## src/mas_pkg.sv

```systemverilog
// package: constants and types for the motion axis status flag block
package mas_pkg;
    localparam int unsigned AXIS_MAX      = 32;
    localparam int unsigned AXIS_MID      = 16;
    localparam int unsigned AXIS_MIN      = 8;
    localparam int unsigned PULSER_CNT    = 3;
    localparam int unsigned SEL_WORDS     = 4;
    localparam int unsigned SEL_WORD_W    = 8;
    localparam int unsigned CYC_W         = 16;
    localparam logic [31:0] AXIS_ZERO     = 32'h0000_0000;
    localparam logic [2:0]  PULSER_RST    = 3'h0;
    localparam logic [15:0] CYC_CNT_RST   = 16'h0000;
    localparam logic [15:0] CYC_CNT_ONE   = 16'h0001;
    // variant codes for the axis count
    localparam logic [1:0]  VAR_AXES_32   = 2'h0;
    localparam logic [1:0]  VAR_AXES_16   = 2'h1;
    localparam logic [1:0]  VAR_AXES_8    = 2'h2;

    typedef enum logic [1:0] {
        MAS_JOG_IDLE,
        MAS_JOG_RUN,
        MAS_JOG_STOP
    } mas_jog_e;
endpackage
```

## src/mas_axis_flags.sv

```systemverilog
// module: command and status flag logic of a multi-axis motion controller
//
// Operation
// - servo enable only with all-axes servo-on, axis servo-off clear, no error
// - servo disabled on command clear, axis off, servo error or forced stop
// - servo-on command survives stop state; forced stop, or a dropped command at a tick with no axis positioning, clears it
// - slot modules checked at each cycle tick; fault flag set when any abnormal
// - slot-fault flag transition while operating decelerates all operating axes
// - slot fault blocks starts; cleared only by reset after fault removed
// - jog simultaneous start rising edge starts jog on selected axes
// - jog simultaneous start falling edge decelerates axes it started
// - accept flag shows servo-on accepted, not per-axis servo ready
// - three pulser enables gate pulser pulses; all reset clear
// - overrun flag set when computation time exceeds cycle setting
// - overrun flag sticky; cleared by reset or user reset only
// - per-axis speed change accepting flag while a speed change runs
// - per-axis groups hold 32 axes; variants support 16 or 8
// - auto-decel flag set during automatic deceleration incl final point
// - follow-up target change during deceleration clears auto-decel flag
// - auto-decel flag cleared when all start-complete conditions reached
// - auto-decel flag may set during accel with advanced S-curve
// - auto-decel flag kept on jog release, pulser, stop causes, zero travel
// - zero-speed accepting set on zero/negative change; cleared by change/stop
`timescale 1ns/10ps
module mas_axis_flags
    import mas_pkg::*;
(
    input  wire logic                  ref_clk_in,
    input  wire logic                  arst_n_in,
    input  wire logic                  cycle_tick_in,
    input  wire logic [1:0]            axis_variant_in,
    input  wire logic                  all_axes_servo_on_cmd_in,
    input  wire logic [AXIS_MAX-1:0]   axis_servo_off_cmd_in,
    input  wire logic [AXIS_MAX-1:0]   axis_servo_error_in,
    input  wire logic                  forced_stop_in,
    input  wire logic [AXIS_MAX-1:0]   axis_positioning_in,
    input  wire logic                  slot_module_abnormal_in,
    input  wire logic                  start_request_in,
    input  wire logic                  jog_simultaneous_start_cmd_in,
    input  wire logic [SEL_WORD_W-1:0] jog_sim_axis_select_first_in,
    input  wire logic [SEL_WORD_W-1:0] jog_sim_axis_select_2_in,
    input  wire logic [SEL_WORD_W-1:0] jog_sim_axis_select_3_in,
    input  wire logic [SEL_WORD_W-1:0] jog_sim_axis_select_last_in,
    input  wire logic [PULSER_CNT-1:0] hand_pulser_enable_in,
    input  wire logic [PULSER_CNT-1:0] pulser_pulse_in,
    input  wire logic [CYC_W-1:0]      operation_cycle_setting_in,
    input  wire logic                  compute_busy_in,
    input  wire logic                  overrun_user_reset_in,
    input  wire logic [AXIS_MAX-1:0]   speed_change_run_in,
    input  wire logic [AXIS_MAX-1:0]   auto_decel_active_in,
    input  wire logic [AXIS_MAX-1:0]   follow_target_change_in,
    input  wire logic [AXIS_MAX-1:0]   start_complete_in,
    input  wire logic [AXIS_MAX-1:0]   decel_keep_cause_in,
    input  wire logic [AXIS_MAX-1:0]   zero_speed_accept_in,
    input  wire logic [AXIS_MAX-1:0]   speed_change_accept_in,
    input  wire logic [AXIS_MAX-1:0]   stop_cause_done_in,
    output logic      [AXIS_MAX-1:0]   servo_enable_out,
    output logic                       servo_on_accept_flag_out,
    output logic                       slot_fault_flag_out,
    output logic                       start_permit_out,
    output logic      [AXIS_MAX-1:0]   axis_decel_stop_out,
    output logic      [AXIS_MAX-1:0]   jog_start_out,
    output logic      [PULSER_CNT-1:0] pulser_pulse_out,
    output logic                       operation_cycle_overrun_flag_out,
    output logic      [AXIS_MAX-1:0]   speed_change_accepting_out,
    output logic      [AXIS_MAX-1:0]   auto_decel_flag_out,
    output logic      [AXIS_MAX-1:0]   zero_speed_accepting_out
);

    ////////////////////////////////////////////////////////////////////////
    // helpers

    // mask of axes that the fitted variant supports
    function automatic logic [AXIS_MAX-1:0] axis_mask(input logic [1:0] v);
        logic [AXIS_MAX-1:0] m;
        m = AXIS_ZERO;
        unique case (v)
            VAR_AXES_16: m[AXIS_MID-1:0] = '1;
            VAR_AXES_8:  m[AXIS_MIN-1:0] = '1;
            default:     m = ~AXIS_ZERO;
        endcase
        return m;
    endfunction

    typedef struct packed {
        logic                  servo_cmd;
        logic                  accept;
        logic                  slot_fault;
        logic                  slot_prev;
        logic                  jog_prev;
        logic [AXIS_MAX-1:0]   jog_set;
        logic [AXIS_MAX-1:0]   jog_start;
        logic [AXIS_MAX-1:0]   decel;
        logic [AXIS_MAX-1:0]   servo_en;
        logic [PULSER_CNT-1:0] pulser_en;
        logic [PULSER_CNT-1:0] pulse;
        logic [CYC_W-1:0]      busy_cnt;
        logic                  overrun;
        logic [AXIS_MAX-1:0]   spd_acc;
        logic [AXIS_MAX-1:0]   adec;
        logic [AXIS_MAX-1:0]   zspd;
        mas_jog_e              jog_st;
    } mas_state_s;

    mas_state_s st_r;
    mas_state_s st_nxt;

    logic [AXIS_MAX-1:0] sel_w;
    logic [AXIS_MAX-1:0] mask_w;
    logic                any_positioning_w;

    assign sel_w = {jog_sim_axis_select_last_in, jog_sim_axis_select_3_in,
                    jog_sim_axis_select_2_in, jog_sim_axis_select_first_in};
    assign mask_w = axis_mask(axis_variant_in);
    assign any_positioning_w = |(axis_positioning_in & mask_w);

    ////////////////////////////////////////////////////////////////////////
    // next state

    always_comb begin
        st_nxt = st_r;
        st_nxt.jog_start = AXIS_ZERO;
        st_nxt.pulse = PULSER_RST;
        // computation time is counted every clock; checked against the
        // cycle length so an overrun is caught even before the tick
        if (cycle_tick_in) begin
            st_nxt.busy_cnt = compute_busy_in ? CYC_CNT_ONE : CYC_CNT_RST;
        end else if (compute_busy_in && st_r.busy_cnt != '1) begin
            st_nxt.busy_cnt = st_r.busy_cnt + CYC_CNT_ONE;
        end
        if (st_r.busy_cnt > operation_cycle_setting_in) begin
            st_nxt.overrun = 1'b1;
        end else if (overrun_user_reset_in) begin
            st_nxt.overrun = 1'b0;
        end
        // forced stop overrides the cycle pacing
        if (forced_stop_in) begin
            st_nxt.servo_cmd = 1'b0;
            st_nxt.accept = 1'b0;
            st_nxt.servo_en = AXIS_ZERO;
        end
        if (cycle_tick_in) begin
            // command taken only while nothing positions
            if (!forced_stop_in && !any_positioning_w) begin
                st_nxt.servo_cmd = all_axes_servo_on_cmd_in;
                st_nxt.accept = all_axes_servo_on_cmd_in;
            end
            for (int i = 0; i < AXIS_MAX; i++) begin
                st_nxt.servo_en[i] = mask_w[i] && st_nxt.servo_cmd
                    && !axis_servo_off_cmd_in[i] && !axis_servo_error_in[i]
                    && !forced_stop_in;
            end
            // sticky until reset
            if (slot_module_abnormal_in) begin
                st_nxt.slot_fault = 1'b1;
            end
            st_nxt.slot_prev = st_r.slot_fault;
            st_nxt.jog_prev = jog_simultaneous_start_cmd_in;
            st_nxt.decel = AXIS_ZERO;
            // the flag only falls at reset, so only its rise stops the axes
            if (st_r.slot_prev != st_r.slot_fault) begin
                st_nxt.decel = axis_positioning_in & mask_w;
            end
            unique case (st_r.jog_st)
                MAS_JOG_IDLE: begin
                    if (jog_simultaneous_start_cmd_in && !st_r.jog_prev
                        && !st_r.slot_fault) begin
                        st_nxt.jog_set = sel_w & mask_w;
                        st_nxt.jog_start = sel_w & mask_w;
                        st_nxt.jog_st = MAS_JOG_RUN;
                    end
                end
                MAS_JOG_RUN: begin
                    if (!jog_simultaneous_start_cmd_in) begin
                        st_nxt.decel = st_nxt.decel | st_r.jog_set;
                        st_nxt.jog_st = MAS_JOG_STOP;
                    end
                end
                MAS_JOG_STOP: begin
                    st_nxt.jog_set = AXIS_ZERO;
                    st_nxt.jog_st = MAS_JOG_IDLE;
                end
            endcase
            st_nxt.pulser_en = hand_pulser_enable_in;
            st_nxt.spd_acc = speed_change_run_in & mask_w;
            for (int i = 0; i < AXIS_MAX; i++) begin
                if (!mask_w[i]) begin
                    st_nxt.adec[i] = 1'b0;
                end else if (auto_decel_active_in[i]) begin
                    st_nxt.adec[i] = 1'b1;
                end else if (decel_keep_cause_in[i]) begin
                    st_nxt.adec[i] = st_r.adec[i];
                end else if (follow_target_change_in[i]
                             || start_complete_in[i]) begin
                    st_nxt.adec[i] = 1'b0;
                end
                // a fresh zero request wins over a clear in the same cycle
                if (!mask_w[i]) begin
                    st_nxt.zspd[i] = 1'b0;
                end else if (zero_speed_accept_in[i]) begin
                    st_nxt.zspd[i] = 1'b1;
                end else if (speed_change_accept_in[i]
                             || stop_cause_done_in[i]) begin
                    st_nxt.zspd[i] = 1'b0;
                end
            end
        end
        // pulses pass at clock rate; enables sampled per cycle
        st_nxt.pulse = pulser_pulse_in & st_r.pulser_en;
    end

    ////////////////////////////////////////////////////////////////////////
    // state register

    always_ff @(posedge ref_clk_in or negedge arst_n_in) begin
        if (!arst_n_in) begin
            st_r <= '{servo_cmd: 1'b0, accept: 1'b0, slot_fault: 1'b0,
                      slot_prev: 1'b0, jog_prev: 1'b0, jog_set: AXIS_ZERO,
                      jog_start: AXIS_ZERO, decel: AXIS_ZERO,
                      servo_en: AXIS_ZERO, pulser_en: PULSER_RST,
                      pulse: PULSER_RST, busy_cnt: CYC_CNT_RST,
                      overrun: 1'b0, spd_acc: AXIS_ZERO,
                      adec: AXIS_ZERO, zspd: AXIS_ZERO,
                      jog_st: MAS_JOG_IDLE};
        end else begin
            st_r <= st_nxt;
        end
    end

    assign servo_enable_out                 = st_r.servo_en;
    assign servo_on_accept_flag_out         = st_r.accept;
    assign slot_fault_flag_out              = st_r.slot_fault;
    assign start_permit_out                 = !st_r.slot_fault
                                              && start_request_in;
    assign axis_decel_stop_out              = st_r.decel;
    assign jog_start_out                    = st_r.jog_start;
    assign pulser_pulse_out                 = st_r.pulse;
    assign operation_cycle_overrun_flag_out = st_r.overrun;
    assign speed_change_accepting_out       = st_r.spd_acc;
    assign auto_decel_flag_out              = st_r.adec;
    assign zero_speed_accepting_out         = st_r.zspd;

    // masked per-axis conditions that the next tick acts upon
    logic [AXIS_MAX-1:0] zs_req_w;
    logic [AXIS_MAX-1:0] zs_clr_w;
    logic [AXIS_MAX-1:0] ad_req_w;
    logic [AXIS_MAX-1:0] ad_keep_w;
    logic [AXIS_MAX-1:0] ad_clr_w;

    assign zs_req_w  = zero_speed_accept_in & mask_w;
    assign zs_clr_w  = (speed_change_accept_in | stop_cause_done_in)
                       & ~zero_speed_accept_in & mask_w;
    assign ad_req_w  = auto_decel_active_in & mask_w;
    assign ad_keep_w = decel_keep_cause_in & ~auto_decel_active_in
                       & auto_decel_flag_out & mask_w;
    assign ad_clr_w  = (follow_target_change_in | start_complete_in)
                       & ~auto_decel_active_in & ~decel_keep_cause_in
                       & mask_w;
endmodule

```

## config.mk

```make
export PLATFORM = sky130hd
export DESIGN_NAME = mas_axis_flags
export DESIGN_NICKNAME = d
export VERILOG_FILES = /design/src/mas_pkg.sv /design/src/mas_axis_flags.sv
export SDC_FILE = /design/constraint.sdc
export NUM_CORES = 1
export LEC_CHECK = 0
export BUFFER_PORTS_ARGS = -buffer_cell sky130_fd_sc_hd__buf_2
export CAP_MARGIN = 20
export CORE_AREA = 2 2 237 239
export CTS_CLUSTER_DIAMETER = 40
export CTS_CLUSTER_SIZE = 10
export DETAILED_ROUTE_END_ITERATION = 16
export DIE_AREA = 0 0 239 241
export PLACE_DENSITY_LB_ADDON = 0.12
export SYNTH_ARGS = -nofsm -noshare
export SYNTH_HDL_FRONTEND = slang
export SYNTH_SLANG_ARGS = --single-unit
```

## constraint.sdc

```tcl
create_clock -name ref_clk_in -period 6.29 [get_ports ref_clk_in]
set_clock_uncertainty 0.2 [all_clocks]
set_input_delay 0.3145 -clock ref_clk_in [delete_from_list [all_inputs] [get_ports ref_clk_in]]
set_output_delay 0.3145 -clock ref_clk_in [all_outputs]
set_load 0.005 [all_outputs]
```

==> impl_metrics.env <==
export IMPL_ys_ff_latch=254
export IMPL_crit_path_max_fanout=16
export IMPL_placed_area_mm2=0.0152
export IMPL_clock_latency_ns=0.60
export IMPL_vias=12065
export IMPL_wl_met2_um=23200
export IMPL_slew_viol_final=0
export IMPL_ys_seq_area_frac=0.496
export IMPL_post_route_period_util=0.491
export IMPL_mostFrequentLayoutCell="buf_2"
export IMPL_timing_critical_path_buf_inv=2
export IMPL_syn2layout_area_growth_pct=58.0
export IMPL_clock_path_buffers=3
export IMPL_run_status="finished, final reports clean"
export IMPL_routedWlPerCell_um=16.5
export IMPL_first_global_vias=12672
export IMPL_grt_pass1_wl_um=70400
export IMPL_setup_tns_ns=0
export IMPL_cp_slowest_cell="mux2i_2"
export IMPL_ys_types=49
export IMPL_grt_usage=0.157
export IMPL_routed_top_layer="met5"
export IMPL_synth_edff_count=0
export IMPL_clock_sinks=254
export IMPL_synth_largest_area_cell="dfrtp_1"
export IMPL_p_int_mw=4.20
export IMPL_grt_ovfl_total=0
export IMPL_cts_inserted_buffers=57
export IMPL_synth_area_per_cell_um2=9.37
export IMPL_syn_num_nets=1809
export IMPL_hpwl_um=33300
export IMPL_clk_pin_slew_worst_paths_ns=0.05
export IMPL_ios=617
export IMPL_max_stage_delay_ns=0.87
export IMPL_die_h_um=241
export IMPL_critPathTopFamily="multiplexers"
export IMPL_fin_area_mm2=0.0203
export IMPL_rows=86
export IMPL_cts_tree="built"
export IMPL_synthesis_yosys_warnings=0
export IMPL_viasPerCell=4.23
export IMPL_routed_wirelength_um=47000
export IMPL_grt_max_degree=152
export IMPL_start_util=0.234
export IMPL_cts_setup_buffers=0
export IMPL_fin_nets=2538
export IMPL_htree_levels=2
export IMPL_die_x_um=239
export IMPL_arrival_ns=3.40
export IMPL_setup_violations=0
export IMPL_hold_path_class="input pin to flop"
export IMPL_wl_met1_um=19600
export IMPL_rsz0062_at_grt="no"
export IMPL_p_leak_nw=10.3
export IMPL_peakVddDrop_uv=227
export IMPL_drtPass1Iterations=4
export IMPL_drc_errors=0
export IMPL_dieArea_mm2=0.0576
export IMPL_yosysTopAreaCellShare=0.496
export IMPL_cp_required_ns=6.61
export IMPL_route_met3_wl_um=3000
export IMPL_worstMarginPinSlew_ns=0.970
export IMPL_cellPowerDensity_mw_per_mm2=283
export IMPL_coreArea_mm2=0.0549
export IMPL_max_cap_violations=0
export IMPL_crit_path_start_kind="input pin"
export IMPL_hold_viol=0
export IMPL_nFillCells=5646
export IMPL_finalCriticalPeriod_ns=3.09
export IMPL_swShare=0.269
export IMPL_crit_path_end_kind="flop"
export IMPL_synth_top_flop_cell="dfrtp_1"
export IMPL_synth_area_mm2=0.0128
export IMPL_switchingPower_mw=1.54
export IMPL_slew_headroom=0.341
export IMPL_comb_power_share=0.142
export IMPL_clock_fmax_mhz=324
export IMPL_cts_root_buffer="clkbuf_16"
export IMPL_layout_common_cells="buf_2, dlygate4sd3_1, dfrtp_1"
export IMPL_synthArstFlopShare=1.00
export IMPL_routabilityCongestion=0.869
export IMPL_syn_instance_count=1369
export IMPL_ys_top_cells_by_area="dfrtp_1, buf_4, nand2_1"
export IMPL_path_class="input pin to flop"
export IMPL_drtIter0Drc=377
export IMPL_antenna_found_initial=2
export IMPL_pwr_share_seq=0.319
export IMPL_drive_gt1_frac=0.360
export IMPL_portBuffers=616
export IMPL_critical_path_cell_chain="dlygate4sd3_1 > buf_2 > nor4_1 > nand4_1 > a211oi_4 > mux2i_2 > a22o_2"
export IMPL_clkPwrFrac=0.539
export IMPL_ant_nets=0
## per-layer routing
layer / GRT usage / vias up
li1: - / 5905
met1: 0.188 / 5693
met2: 0.273 / 374
met3: 0.0433 / 91
met4: 0.0511 / 2
met5: 0 / -
## power by group through the flow
stage	sequential (mW)	clock, mW	combinational [mW]
after CTS	1.83	3.18	0.827
after floorplan	1.83	0	0.399
after global routing	1.84	3.26	0.915
after global placement	1.86	0	0.639
final	1.83	3.09	0.818
after detailed placement	1.85	0	0.644
## stage by stage
step	worst slack (ns)	util	total power, mW	hold slack, ns	cells
after floorplan	3.99	-	2.23	-0.181	1369
after global placement	3.00	0.276	2.49	0.224	2438
after detailed placement	2.93	0.276	2.50	0.235	2438
after CTS	3.20	0.369	5.84	0.00188	2849
after global routing	3.04	0.369	6.02	0.0950	2851
final	3.20	0.369	5.74	0.0394	2852
## final timing paths
check	start	endpoint	slack, ns	depth (start not counted)
min reg2reg	st_r[118]	pulser_pulse_out[0]	0.27	1
max reg2reg	slot_fault_flag_out	st_r[245]	3.60	5
min in group asynchronous	arst_n_in	auto_decel_flag_out[11]	0.14	2
max in group asynchronous	arst_n_in	servo_enable_out[19]	4.32	3
min	operation_cycle_setting_in[7]	operation_cycle_overrun_flag_out	0.04	5
max	axis_positioning_in[25]	servo_enable_out[21]	3.20	7
## worst reg2reg max path, cell delays in order (launching register included)
cell     delay [ns]
dfrtp_1        0.56
or3b_1         0.51
nor2_2         0.42
and2_1         0.61
nand2_1        0.13
o21ai_0        0.19
## synth_stat cells (all sizes together) (2+ instances only)
master	count
mux2	15
o21ai	117
o31ai	16
nor4	6
o22ai	16
mux2i	2
nor3	2
clkbuf	55
nand4	15
nand3b	3
buf	203
and2	27
nor2	108
a32o	8
and4	4
and3	24
dfrtp	254
ha	22
a22oi	48
xor2	15
inv	100
nor2b	6
o21bai	8
a22o	40
a211oi	2
nand2	178
o211ai	10
nand2b	2
nand3	14
a21oi	41
## cell families (layout without fill, tap and decap cells)
group,count (synthesis),in the layout,synth area share
AND/OR/NAND/NOR,392,392,0.136
buffers and inverters,358,1136,0.163
AO/OA/AOI/OAI,311,311,0.158
flip-flops,254,254,0.496
adder cells (fa/ha/maj),22,22,0.0215
multiplexers,17,17,0.0150
XOR/XNOR,15,15,0.0108
other,0,1,0
## sequential cells by signal, indices dropped and copies added, names as in the netlist
| register | flops |
|---|---|
| st_r | 56 |
| auto_decel_flag_out | 32 |
| axis_decel_stop_out | 32 |
| jog_start_out | 32 |
| servo_enable_out | 32 |
| speed_change_accepting_out | 32 |
| zero_speed_accepting_out | 32 |
| pulser_pulse_out | 3 |
| operation_cycle_overrun_flag_out | 1 |
| servo_on_accept_flag_out | 1 |
| slot_fault_flag_out | 1 |
## cell type report
| type | count | area [um^2] | area share |
|---|---|---|---|
| antenna | 1 | 2.50 | 0.000124 |
| clock buffer | 63 | 1520 | 0.0751 |
| clock inverter | 45 | 508 | 0.0251 |
| inverter | 100 | 375 | 0.0185 |
| multi-input combinational | 757 | 4390 | 0.217 |
| sequential | 254 | 6360 | 0.314 |
| tap | 704 | 881 | 0.0435 |
| timing repair buffer | 928 | 6230 | 0.307 |
## timing repair
item,CTS,global route
resized for setup,0,0
hold buffers,303,0
hold endpoints to repair,349,0
Power figures use the tool's default switching activity.
